File: config.mk
export PLATFORM = sky130hd
export DESIGN_NAME = ssmul_top
export DESIGN_NICKNAME = d
export VERILOG_FILES = /design/src/logic/ssmul_pkg.sv /design/src/logic/ssmul_lane.sv /design/src/logic/ssmul_top.sv
export VERILOG_INCLUDE_DIRS = /design/src /design/src/logic
export SDC_FILE = /design/constraint.sdc
export NUM_CORES = 2
export LEC_CHECK = 0
export ABC_AREA = 1
export ABC_CLOCK_PERIOD_IN_PS = 14950
export BUFFER_PORTS_ARGS = -buffer_cell sky130_fd_sc_hd__buf_4
export CORE_MARGIN = 2
export CORE_UTILIZATION = 25
export DETAILED_ROUTE_END_ITERATION = 12
export PLACE_DENSITY_LB_ADDON = 0.25
export REMOVE_ABC_BUFFERS = 1
export SLEW_MARGIN = 0
export SYNTH_ARGS = -nofsm -noshare
export SYNTH_HDL_FRONTEND = slang
export SYNTH_SLANG_ARGS = --single-unit
export TNS_END_PERCENT = 50
File: constraint.sdc
create_clock -name sys_clk -period 14.95 [get_ports sys_clk]
set_clock_uncertainty 0.15 [all_clocks]
set_input_delay 0.7475 -clock sys_clk [delete_from_list [all_inputs] [get_ports sys_clk]]
set_output_delay 0.7475 -clock sys_clk [all_outputs]
set_load 0.005 [all_outputs]
File: src/logic/ssmul_defs.svh
`ifndef SSMUL_DEFS_SVH
`define SSMUL_DEFS_SVH

// Instruction word field positions
`define SSMUL_MAJOR_HI 31
`define SSMUL_MAJOR_LO 26
`define SSMUL_RD_HI    15
`define SSMUL_RD_LO    11
`define SSMUL_SUB_HI   10
`define SSMUL_SUB_LO   6
`define SSMUL_FUNC_HI  5
`define SSMUL_FUNC_LO  0

// Opcode values
`define SSMUL_MAJOR_GRP3   6'h1F
`define SSMUL_FUNC_QUAD    6'h10
`define SSMUL_FUNC_OCTAL   6'h14
`define SSMUL_SUB_LEFT     5'h06
`define SSMUL_SUB_RIGHT    5'h07
`define SSMUL_SUB_FRACRND  5'h1F

// Arithmetic constants
`define SSMUL_SAT_U16  16'hFFFF
`define SSMUL_Q15_NEG1 16'h8000
`define SSMUL_Q15_MAX  16'h7FFF
`define SSMUL_Q15_RND  32'h00008000

// Overflow bit of the DSP control register and its reset value
`define SSMUL_OVF_BIT   21
`define SSMUL_OVF_RESET 1'h0

`endif

File: src/logic/ssmul_pkg.sv
package ssmul_pkg;

   // Operations this datapath executes
   typedef enum logic [2:0] {
      OP_NONE,
      OP_RPAIR,
      OP_LQUAD,
      OP_RQUAD,
      OP_QPAIR
   } ssmul_op_type;

   // Issue request from the pipeline
   typedef struct packed {
      logic        valid;
      logic [31:0] instr;
      logic [63:0] rsVal;
      logic [63:0] rtVal;
   } ssmul_req_type;

   // Registered answer to the pipeline
   typedef struct packed {
      logic        valid;
      logic [4:0]  rdIdx;
      logic [63:0] value;
      logic        resvExc;
      logic        dspOffExc;
      logic        ovfSet;
   } ssmul_res_type;

endpackage : ssmul_pkg

File: src/logic/ssmul_lane.sv
`timescale 1ns/1ps
`include "ssmul_defs.svh"

// One 16-bit lane: unsigned byte x halfword with saturation,
// or signed Q15 x Q15 with rounding and saturation
module ssmul_lane (
   input  wire logic [7:0]  byteIn,
   input  wire logic [15:0] halfRs,
   input  wire logic [15:0] halfRt,
   input  wire logic        fracMode,
   output logic      [15:0] laneRes,
   output logic             laneSat
);
   logic [23:0] prodU;    // Unsigned 24-bit product
   logic [31:0] prodS;    // Signed 32-bit product
   logic [31:0] rounded;  // Shifted and rounded Q31 value

   // Lane arithmetic
   always_comb begin
      prodU   = 24'(byteIn) * 24'(halfRt);
      prodS   = 32'($signed(halfRs) * $signed(halfRt));
      rounded = 32'(prodS << 1) + `SSMUL_Q15_RND;
      if (fracMode) begin
         // Both at minus one cannot be represented
         if (halfRs == `SSMUL_Q15_NEG1 && halfRt == `SSMUL_Q15_NEG1) begin
            laneRes = `SSMUL_Q15_MAX;
            laneSat = 1'b1;
         end else begin
            laneRes = rounded[31:16];
            laneSat = 1'b0;
         end
      end else if (prodU[23:16] != 8'h00) begin
         laneRes = `SSMUL_SAT_U16;
         laneSat = 1'b1;
      end else begin
         laneRes = prodU[15:0];
         laneSat = 1'b0;
      end
   end

endmodule : ssmul_lane

File: src/logic/ssmul_top.sv
`timescale 1ns/1ps
`include "ssmul_defs.svh"

// Summary of operation
// - Byte times halfword, saturate to all ones.
// - Any saturating lane of the op sets overflow bit 21.
// - Right pair: low bytes, sign-extend upper result.
// - Left quad: upper four bytes, four halfwords.
// - Right quad: lower four bytes, four halfwords.
// - Q15 pair: shift, round, keep high half.
// - Both minus one gives 0x7FFF, sets overflow.
// - Base accumulator may hold anything afterwards.
// - Accumulators one to three stay untouched.
// - No exception ever depends on operand data.
// - Reserved or disabled exceptions from decode only.
// - Quad variants: function 010100, sub 00110/00111.
// - Q15 pair: sub 11111, function 010000.
module ssmul_top (
   input  wire logic                   sys_clk,
   input  wire logic                   reset,
   input  wire ssmul_pkg::ssmul_req_type req,
   input  wire logic                   extPresent,
   input  wire logic                   extEnabled,
   input  wire logic                   ctlWrEn,
   input  wire logic [31:0]            ctlWrData,
   output ssmul_pkg::ssmul_res_type    res,
   output logic                        ctlOvfFlag,
   output logic      [3:0]             accWrMask
);
   import ssmul_pkg::*;

   // Classify an instruction word
   function automatic ssmul_op_type opDecode(input logic [31:0] w);
      logic [5:0] major;
      logic [4:0] sub;
      logic [5:0] func;
      major = w[`SSMUL_MAJOR_HI:`SSMUL_MAJOR_LO];
      sub   = w[`SSMUL_SUB_HI:`SSMUL_SUB_LO];
      func  = w[`SSMUL_FUNC_HI:`SSMUL_FUNC_LO];
      opDecode = OP_NONE;
      if (major == `SSMUL_MAJOR_GRP3) begin
         if (func == `SSMUL_FUNC_OCTAL && sub == `SSMUL_SUB_LEFT)
            opDecode = OP_LQUAD;
         else if (func == `SSMUL_FUNC_OCTAL && sub == `SSMUL_SUB_RIGHT)
            opDecode = OP_RQUAD;
         else if (func == `SSMUL_FUNC_QUAD && sub == `SSMUL_SUB_RIGHT)
            opDecode = OP_RPAIR;
         else if (func == `SSMUL_FUNC_QUAD && sub == `SSMUL_SUB_FRACRND)
            opDecode = OP_QPAIR;
      end
   endfunction : opDecode

   // True for the two-lane operations
   function automatic logic isPair(input ssmul_op_type op);
      isPair = (op == OP_RPAIR) || (op == OP_QPAIR);
   endfunction : isPair

   ssmul_op_type  curOp;          // Decoded op of the issue slot
   logic          issueOk;        // Issue executes this cycle
   logic [7:0]    laneByte [4];   // Byte operand per lane
   logic [15:0]   laneRes  [4];   // Lane results
   logic [3:0]    laneSat;        // Lane saturation flags
   logic [3:0]    laneMask;       // Lanes that belong to the op
   logic          satAny;         // Any active lane saturated
   logic [63:0]   packed64;       // Assembled destination value
   ssmul_res_type res_r;          // Registered answer
   ssmul_res_type res_nxt;
   ssmul_op_type  resOp_r;        // Op of the registered answer
   ssmul_op_type  resOp_nxt;
   logic          ovfFlag_r;      // Overflow bit of control register
   logic          ovfFlag_nxt;

   // Operand steering and lane masking
   always_comb begin
      curOp = req.valid ? opDecode(req.instr) : OP_NONE;
      for (int i = 0; i < 4; i++) begin
         // Left quad reads the upper word bytes, others the lower
         if (curOp == OP_LQUAD)
            laneByte[i] = req.rsVal[32 + 8 * i +: 8];
         else
            laneByte[i] = req.rsVal[8 * i +: 8];
      end
      // Pair ops only own lanes one and zero
      laneMask = isPair(curOp) ? 4'h3 : 4'hF;
   end

   // Four lane datapaths
   for (genvar g = 0; g < 4; g++) begin : gLane
      ssmul_lane uLane (
         .byteIn   (laneByte[g]),
         .halfRs   (req.rsVal[16 * g +: 16]),
         .halfRt   (req.rtVal[16 * g +: 16]),
         .fracMode (curOp == OP_QPAIR),
         .laneRes  (laneRes[g]),
         .laneSat  (laneSat[g])
      );
   end

   // Result assembly and saturation summary
   always_comb begin
      satAny = |(laneSat & laneMask);
      if (isPair(curOp))
         // Upper word is the sign of the upper lane result
         packed64 = {{32{laneRes[1][15]}}, laneRes[1], laneRes[0]};
      else
         packed64 = {laneRes[3], laneRes[2], laneRes[1], laneRes[0]};
   end

   // Next answer: exceptions come from decode and enables only
   always_comb begin
      issueOk   = (curOp != OP_NONE) && extPresent && extEnabled;
      res_nxt   = '0;
      resOp_nxt = OP_NONE;
      if (curOp != OP_NONE) begin
         if (!extPresent) begin
            res_nxt.resvExc = 1'b1;
         end else if (!extEnabled) begin
            res_nxt.dspOffExc = 1'b1;
         end else begin
            // Saturation never traps, it only flags
            res_nxt.valid  = 1'b1;
            res_nxt.rdIdx  = req.instr[`SSMUL_RD_HI:`SSMUL_RD_LO];
            res_nxt.value  = packed64;
            res_nxt.ovfSet = satAny;
            resOp_nxt      = curOp;
         end
      end
   end

   // Answer registers
   always_ff @(posedge sys_clk) begin
      if (reset) begin
         res_r   <= '0;
         resOp_r <= OP_NONE;
      end else begin
         res_r   <= res_nxt;
         resOp_r <= resOp_nxt;
      end
   end

   // Overflow bit: a set in the same cycle as a write wins
   always_comb begin
      ovfFlag_nxt = ovfFlag_r;
      if (ctlWrEn)
         ovfFlag_nxt = ctlWrData[`SSMUL_OVF_BIT];
      if (issueOk && satAny)
         ovfFlag_nxt = 1'b1;
   end

   // Overflow bit register
   always_ff @(posedge sys_clk) begin
      if (reset)
         ovfFlag_r <= `SSMUL_OVF_RESET;
      else
         ovfFlag_r <= ovfFlag_nxt;
   end

   // Outputs; no accumulator is ever written
   assign res        = res_r;
   assign ctlOvfFlag = ovfFlag_r;
   assign accWrMask  = 4'h0;

   // Saturated right-quad lane zero reads all ones
   property p_uSat;
      @(posedge sys_clk) disable iff (reset)
      (issueOk && curOp == OP_RQUAD && (24'(req.rsVal[7:0]) * 24'(req.rtVal[15:0]) > 24'h00FFFF))
      |=> (res_r.value[15:0] == 16'hFFFF) && res_r.ovfSet;
   endproperty
   a_uSat: assert property (p_uSat) else $error("unsigned lane did not saturate");

   // Left quad lane three keeps an in-range product exactly
   property p_lquadLane;
      @(posedge sys_clk) disable iff (reset)
      (issueOk && curOp == OP_LQUAD && (24'(req.rsVal[63:56]) * 24'(req.rtVal[63:48]) <= 24'h00FFFF))
      |=> res_r.value[63:48] == 16'($past(req.rsVal[63:56]) * $past(req.rtVal[63:48]));
   endproperty
   a_lquadLane: assert property (p_lquadLane) else $error("left quad lane three wrong");

   // Pair results carry the upper lane sign in the upper word
   property p_pairSign;
      @(posedge sys_clk) disable iff (reset)
      (res_r.valid && isPair(resOp_r)) |-> res_r.value[63:32] == {32{res_r.value[31]}};
   endproperty
   a_pairSign: assert property (p_pairSign) else $error("pair sign extension wrong");

   // Q15 minus one squared clamps and flags
   property p_q15Clamp;
      @(posedge sys_clk) disable iff (reset)
      (issueOk && curOp == OP_QPAIR && req.rsVal[31:16] == 16'h8000 && req.rtVal[31:16] == 16'h8000)
      |=> (res_r.value[31:16] == 16'h7FFF) && ctlOvfFlag;
   endproperty
   a_q15Clamp: assert property (p_q15Clamp) else $error("Q15 clamp missing");

   // Q15 rounding of lane zero
   property p_q15Round;
      @(posedge sys_clk) disable iff (reset)
      (issueOk && curOp == OP_QPAIR && req.rsVal[15:0] != 16'h8000)
      |=> res_r.value[15:0] == 16'((32'($signed($past(req.rsVal[15:0])) * $signed($past(req.rtVal[15:0])))
                                     * 2 + 32'h00008000) >> 16);
   endproperty
   a_q15Round: assert property (p_q15Round) else $error("Q15 rounding wrong");

   // Overflow bit holds once set unless software writes
   property p_ovfSticky;
      @(posedge sys_clk) disable iff (reset)
      (ctlOvfFlag && !ctlWrEn) |=> ctlOvfFlag;
   endproperty
   a_ovfSticky: assert property (p_ovfSticky) else $error("overflow bit cleared by datapath");

   // Saturation reaches the overflow bit even against a clearing write
   property p_ovfSet;
      @(posedge sys_clk) disable iff (reset)
      (issueOk && satAny) |=> ctlOvfFlag && res_r.ovfSet;
   endproperty
   a_ovfSet: assert property (p_ovfSet) else $error("overflow bit not set");

   // Decode-only exceptions
   property p_exc;
      @(posedge sys_clk) disable iff (reset)
      (curOp != OP_NONE && !(extPresent && extEnabled))
      |=> !res_r.valid && (res_r.resvExc != res_r.dspOffExc) && (res_r.resvExc == !$past(extPresent));
   endproperty
   a_exc: assert property (p_exc) else $error("wrong exception for disabled extension");

   // Enabled issues never trap, whatever the data
   property p_noDataExc;
      @(posedge sys_clk) disable iff (reset)
      issueOk |=> res_r.valid && !res_r.resvExc && !res_r.dspOffExc;
   endproperty
   a_noDataExc: assert property (p_noDataExc) else $error("data dependent trap");

   // Right quad decode leads to a right quad answer
   property p_rquadDecode;
      @(posedge sys_clk) disable iff (reset)
      (req.valid && extPresent && extEnabled && req.instr[31:26] == 6'h1F && req.instr[10:6] == 5'h07
       && req.instr[5:0] == 6'h14) |=> resOp_r == OP_RQUAD;
   endproperty
   a_rquadDecode: assert property (p_rquadDecode) else $error("right quad not decoded");

   // Accumulators are never written
   property p_accKeep;
      @(posedge sys_clk) disable iff (reset)
      res_r.valid |-> accWrMask == 4'h0;
   endproperty
   a_accKeep: assert property (p_accKeep) else $error("accumulator written");

endmodule : ssmul_top

# Word level (Yosys, flattened, before mapping)
# Index checks and enable logic that the tools add are counted.
[word_totals] register_bits=74 inputBits=198 output_inout_bits=78 wordCells=103
[classes] add_sub_neg=4 mul=8 eq_ne=17 muxes=41 bitwise_logic=4 n_reduce_logical=22
[op_table] operator="16-bit 2-to-1 mux" n=12
[op_table] operator="32-bit by 16-bit adder with 32-bit output, second input constant" n=4
[op_table] operator="16-bit == test, second input constant" n=8
[op_table] operator="16-bit by 16-bit multiplier with 31-bit output" n=4
[op_table] operator="8-bit by 16-bit multiplier with 24-bit output" n=4
[op_table] operator="70-bit 2-to-1 mux" n=1
[op_table] operator="64-bit 2-to-1 mux" n=1
[op_table] operator="8-bit 2-to-1 mux" n=4
[op_table] operator="8-bit nonzero test" n=4
[op_table] operator="6-bit by 5-bit == test with 1-bit output, second input constant" n=3
[op_table] operator="3-bit 2-to-1 mux" n=6
[op_table] operator="1-bit 2-to-1 mux" n=16
[op_table] operator="1-bit logical AND" n=11
[op_table] operator="5-bit by 3-bit == test with 1-bit output, second input constant" n=2
[op_table] operator="4-bit OR reduction" n=2
[op_table] operator="5-bit == test, second input constant" n=1
[op_table] operator="4-bit AND" n=1
[op_table] operator="4-bit 2-to-1 mux" n=1
[op_table] operator="3-bit by 1-bit == test with 1-bit output, second input constant" n=1
[op_table] operator="3-bit by 2-bit == test with 1-bit output, second input constant" n=1
[op_table] operator="3-bit == test, second input constant" n=1
[op_table] operator="1-bit inverter" n=3
[op_table] operator="3-bit nonzero test" n=1
[op_table] operator="3-bit OR reduction" n=1
[op_table] operator="3 further kinds" n=3

# Depth between registers and ports, before layout
[depth] depth_word=18 ltp_mapped=41 ltp_nobuf=39

# Modules after synthesis
# Synthesis repeated with hierarchy kept, for this count alone.
[unflattened] cells_unflattened=9522 area_unflattened_um2=66396.2
[modules_own_cells] mod="ssmul_lane (gLane[1].uLane ...)" instances=2 cells_per_inst=2280 area_each_um2=15841.4 seq_area_each_um2=0.0
[modules_own_cells] mod="ssmul_lane (gLane[0].uLane)" instances=1 cells_per_inst=2299 area_each_um2=15974.1 seq_area_each_um2=0.0
[modules_own_cells] mod="ssmul_lane (gLane[3].uLane)" instances=1 cells_per_inst=2265 area_each_um2=15798.9 seq_area_each_um2=0.0
[modules_own_cells] mod="ssmul_top" instances=1 cells_per_inst=398 area_each_um2=2940.3 seq_area_each_um2=1481.4

# Worst setup path before layout
# Ideal clock, no wire load.
[synth_path] kind="input-to-reg" start="input req[92] (netlist name)" end="register res_r (netlist bit res[54])" setup_ns=0.143 arrival_time_ns=6.746 required_ns=14.657 slack_ns=7.911 stages=33 path_buffers=3 cell_sequence="clkbuf_1 > buf_1 > nand2_1 > fa_1 > inv_1 > fa_1 > inv_1 > fa_1 > inv_1 > fa_1 > inv_1 > fa_1 > inv_1 > fa_1 > ha_1 > nand2_2 > inv_1 > a21oi_1 > nand2_1 > inv_1 > nand2_2 > xor2_2 > ha_1 > nand3_1 > nor2_1 > inv_1 > nor2_2 > nand3_1 > nand4_2 > nand2_2 > nand2_2 > buf_6 > a21oi_2"
[synth_between] elab_chain_cells=6
[synth_rtl] element="start, declared" line="ssmul_top.sv:21" source="input wire ssmul_pkg::ssmul_req_type req,"
[synth_rtl] element="parallel branches: the longest is 5 deep, another holds 32-bit by 16-bit adder with 32-bit output"
[synth_rtl] element="64-bit 2-to-1 mux (*)" line="ssmul_top.sv:102" source="if (isPair(curOp))"
[synth_rtl] element="end signal, assigned" line="ssmul_top.sv:136" source="res_r <= res_nxt;"
[synth_rtl] element="end, declared" line="ssmul_top.sv:66" source="ssmul_res_type res_r;"
# Mark *: on every way between the ends.
# A chain may end at the register's enable or synchronous reset.

# Worst setup path after layout
[layout_path] start="input req[129] (netlist name)" end="register res_r (netlist bit res[59])"
[layout_between] elab_chain_cells=15
[layout_rtl] element="6-bit by 5-bit == test with 1-bit output (no line)"
[layout_rtl] element="1-bit logical AND (no line)"
[layout_rtl] element="3-bit 2-to-1 mux" line="ssmul_top.sv:48" source="else if (func == `SSMUL_FUNC_QUAD && sub == `SSMUL_SUB_FRACRND)"
[layout_rtl] element="3-bit 2-to-1 mux" line="ssmul_top.sv:46" source="else if (func == `SSMUL_FUNC_QUAD && sub == `SSMUL_SUB_RIGHT)"
[layout_rtl] element="3-bit 2-to-1 mux" line="ssmul_top.sv:44" source="else if (func == `SSMUL_FUNC_OCTAL && sub == `SSMUL_SUB_RIGHT)"
[layout_rtl] element="3-bit 2-to-1 mux (*)" line="ssmul_top.sv:42" source="if (func == `SSMUL_FUNC_OCTAL && sub == `SSMUL_SUB_LEFT)"
[layout_rtl] element="3-bit 2-to-1 mux (*)" line="ssmul_top.sv:41" source="if (major == `SSMUL_MAJOR_GRP3) begin"
[layout_rtl] element="3-bit 2-to-1 mux (*)" line="ssmul_top.sv:75" source="curOp = req.valid ? opDecode(req.instr) : OP_NONE;"
[layout_rtl] element="3-bit by 2-bit == test with 1-bit output" line="ssmul_top.sv:78" source="if (curOp == OP_LQUAD)"
[layout_rtl] element="8-bit 2-to-1 mux" line="ssmul_top.sv:78"
[layout_rtl] element="8-bit by 16-bit multiplier with 24-bit output" line="ssmul_lane.sv:20" source="prodU = 24'(byteIn) * 24'(halfRt);"
[layout_rtl] element="8-bit nonzero test" line="ssmul_lane.sv:32" source="end else if (prodU[23:16] != 8'h00) begin"
[layout_rtl] element="16-bit 2-to-1 mux" line="ssmul_lane.sv:32"
[layout_rtl] element="16-bit 2-to-1 mux" line="ssmul_lane.sv:23" source="if (fracMode) begin"
[layout_rtl] element="64-bit 2-to-1 mux" line="ssmul_top.sv:102"
# Every way passes the cells marked *; elsewhere a longest branch is shown, timed or not.

==> impl_metrics.json <==
{
  "critical_path_depth": 32,
  "cts.sinks": 74,
  "muxShareOfSynthArea": 0,
  "yosys.area_share.simple": 0.204,
  "final_antenna_net_count": 0,
  "fmax_mhz": 111,
  "grt_overflow": 0,
  "worstHoldEndpoint": "res[1]",
  "clockBufferDepth": 2,
  "critPathSlowestCell": "nand2_2",
  "fin_setup_tns_ps": 0,
  "cts_setup_buffers": 0,
  "area_growth_pct": 9.71,
  "ctsResizeCount": 0,
  "yosysWarnings": 0,
  "cap_violations": 0,
  "wire_per_inst_um": 16.8,
  "cts_tree": "built",
  "netlist_area_um2": 40800,
  "fp.dieW_um": 408,
  "r2r_slack_ps": 14110,
  "die_h_um": 408,
  "ys_types": 53,
  "cts_hold_buffers": 0,
  "outcome": "finished clean",
  "worst_pin_slew_ps": 1050,
  "critPathRequiredTime_ps": 15020,
  "synth_cells": 5541,
  "cp_max_fo": 43,
  "clkSlewWorstSetupHoldPaths_ps": 70,
  "start_util": 0.251,
  "grt_max_degree": 44,
  "drtIter0Drc": 1982,
  "dp_hpwl_mm": 111,
  "vias": 33894,
  "fin_crit_ps": 8980,
  "holdWs_ps": 426,
  "synth_async_sr_flop_share": 0,
  "die_area_um2": 167000,
  "synth_compound_area_frac": 0.0584,
  "hold_violations": 0,
  "path_buf_inv": 8,
  "slew_headroom": 0.294,
  "r2r-end": "ctlOvfFlag",
  "io_pins": 276,
  "fin_crit_sh": 0.601,
  "setup_viol": 0,
  "nets": 6943,
  "core_um2": 163000,
  "min_from": "extEnabled",
  "synth-xor-area-share": 0.0252,
  "port_buffers": 230,
  "via_per_inst": 4.37,
  "worstRegToRegCells": 4,
  "synth_top_family_by_area": "adder cells",
  "critical-path-max-stage-delay_ps": 680,
  "rsz0062_at_grt": "no",
  "cp_top_family": "simple AND/OR/NAND/NOR gates",
  "final_common_cell": "inv_1",
  "min_path_type": "in2reg",
  "drive_above_1_share": 0.0662,
  "holdPathStages": 2,
  "maxSlewViolCount": 0,
  "worstSetupEndpointType": "register",
  "ys_seq_elements": 74,
  "startpoint_type": "input port",
  "grt_pass1_wl_mm": 210,
  "synth.avg_cell_area_um2": 7.37,
  "post-route-drc-count": 0,
  "synth_fa_ha_area_frac": 0.516,
  "ys.flop_type": "dfxtp_1",
  "grt_pass1_vias": 36723,
  "final_cell_mix": "inv_1 (1445), nand2_1 (1180), fa_1 (846)",
  "place_congestion": 0.889,
  "synth_edf_count": 0,
  "grt_use_total": 0.159,
  "drt-total-wl_mm": 130,
  "clk_latency_ps": 360,
  "ys_seq_area_frac": 0.0363,
  "rows": 148,
  "firstDrtPassIters": 5,
  "antenna_found_initial": 7,
  "critical_path_class": "in2reg",
  "rr_startpoint": "ctlOvfFlag",
  "cts-root-buf": "clkbuf_16",
  "arrival_ps": 9060,
  "cts_max_level": 3,
  "numCtsBuffers": 9
}
-- worst register-to-register path, cell delays in order (launching register included) --
cell and delay (ps):
dfxtp_1 310, nor2_1 90, nor2_1 40, o21ai_0 60
nand2_1 70
-- registers in the layout, summed over array words and instances (netlist names) --
name / cells
res: 73
ctlOvfFlag: 1
-- metrics by stage --
| stage | util | instance area [um^2] | setup WS (ps) | instances |
|---|---|---|---|---|
| 3_3_place_gp | 0.274 | 44500 | 5500 | 7731 |
| 2_1_floorplan | - | 39800 | 7440 | 5292 |
| 3_5_place_dp | 0.274 | 44500 | 5540 | 7731 |
| 4_1_cts | 0.276 | 44800 | 5910 | 7747 |
| 5_1_grt | 0.276 | 44800 | 5170 | 7747 |
| 6_report | 0.276 | 44800 | 5970 | 7749 |
-- worst max path at each step --
stage                        start  endpoint
after global routing      req[133]   res[59]
after CTS                 req[129]   res[64]
after detailed placement  req[129]   res[64]
after global placement    req[129]   res[66]
final                     req[129]   res[59]
after floorplan           req[129]   res[35]
-- cell families after synthesis --
group / count (synthesis)
flops: 74
xor+xnor: 116
simple gates: 2052
fa+ha+maj: 1178
compound gates: 411
other cells: 1
buf+inv: 1709
-- cell usage after synthesis, types with 4 or more instances --
library cell	number	share of area
a211oi_1	4	0.00074
a21boi_0	4	0.00074
a21o_1	15	0.0028
a21oi_1	152	0.019
a21oi_2	33	0.0071
a31oi_1	12	0.0018
buf_1	26	0.0024
buf_2	39	0.0048
buf_4	8	0.0015
clkbuf_1	175	0.016
clkinv_1	8	0.00074
dfxtp_1	74	0.036
fa_1	846	0.41
ha_1	332	0.10
inv_1	1445	0.13
inv_2	4	0.00037
nand2_1	1180	0.11
nand2_2	11	0.0017
nand3_1	105	0.013
nand3b_1	7	0.0013
nand4_1	58	0.0089
nor2_1	582	0.053
nor2_2	15	0.0023
nor2_4	6	0.0017
nor3_1	37	0.0045
nor4_1	29	0.0044
o211ai_1	8	0.0015
o21a_1	5	0.00092
o21ai_0	113	0.014
o21ai_1	30	0.0037
o21bai_1	19	0.0035
o31ai_1	8	0.0015
or2_2	6	0.00092
xnor2_1	53	0.011
xor2_1	61	0.013
-- layout make-up --
cell class | count | area [um^2]
multi-input combinational | 3761 | 32900
antenna | 2 | 5.00
clock buffer | 9 | 225
sequential | 74 | 1480
fill | 18125 | 118000
tap | 2175 | 2720
clock inverter | 7 | 61.3
inverter | 1457 | 5470
timing repair buffer | 264 | 1980
-- per-layer routing --
layer | up-vias | global-route usage | routed length (um) | share of wire
met5 | - | 0 | 40 | 0.00031
met4 | 6 | 0.0272 | 2050 | 0.016
met3 | 98 | 0.0237 | 7470 | 0.057
met2 | 788 | 0.256 | 57400 | 0.44
met1 | 16845 | 0.228 | 63300 | 0.49
li1 | 16157 | - | - | -
Power is not shown: default switching activity piles up to over one toggle a cycle in this logic, so the estimate is an artifact.
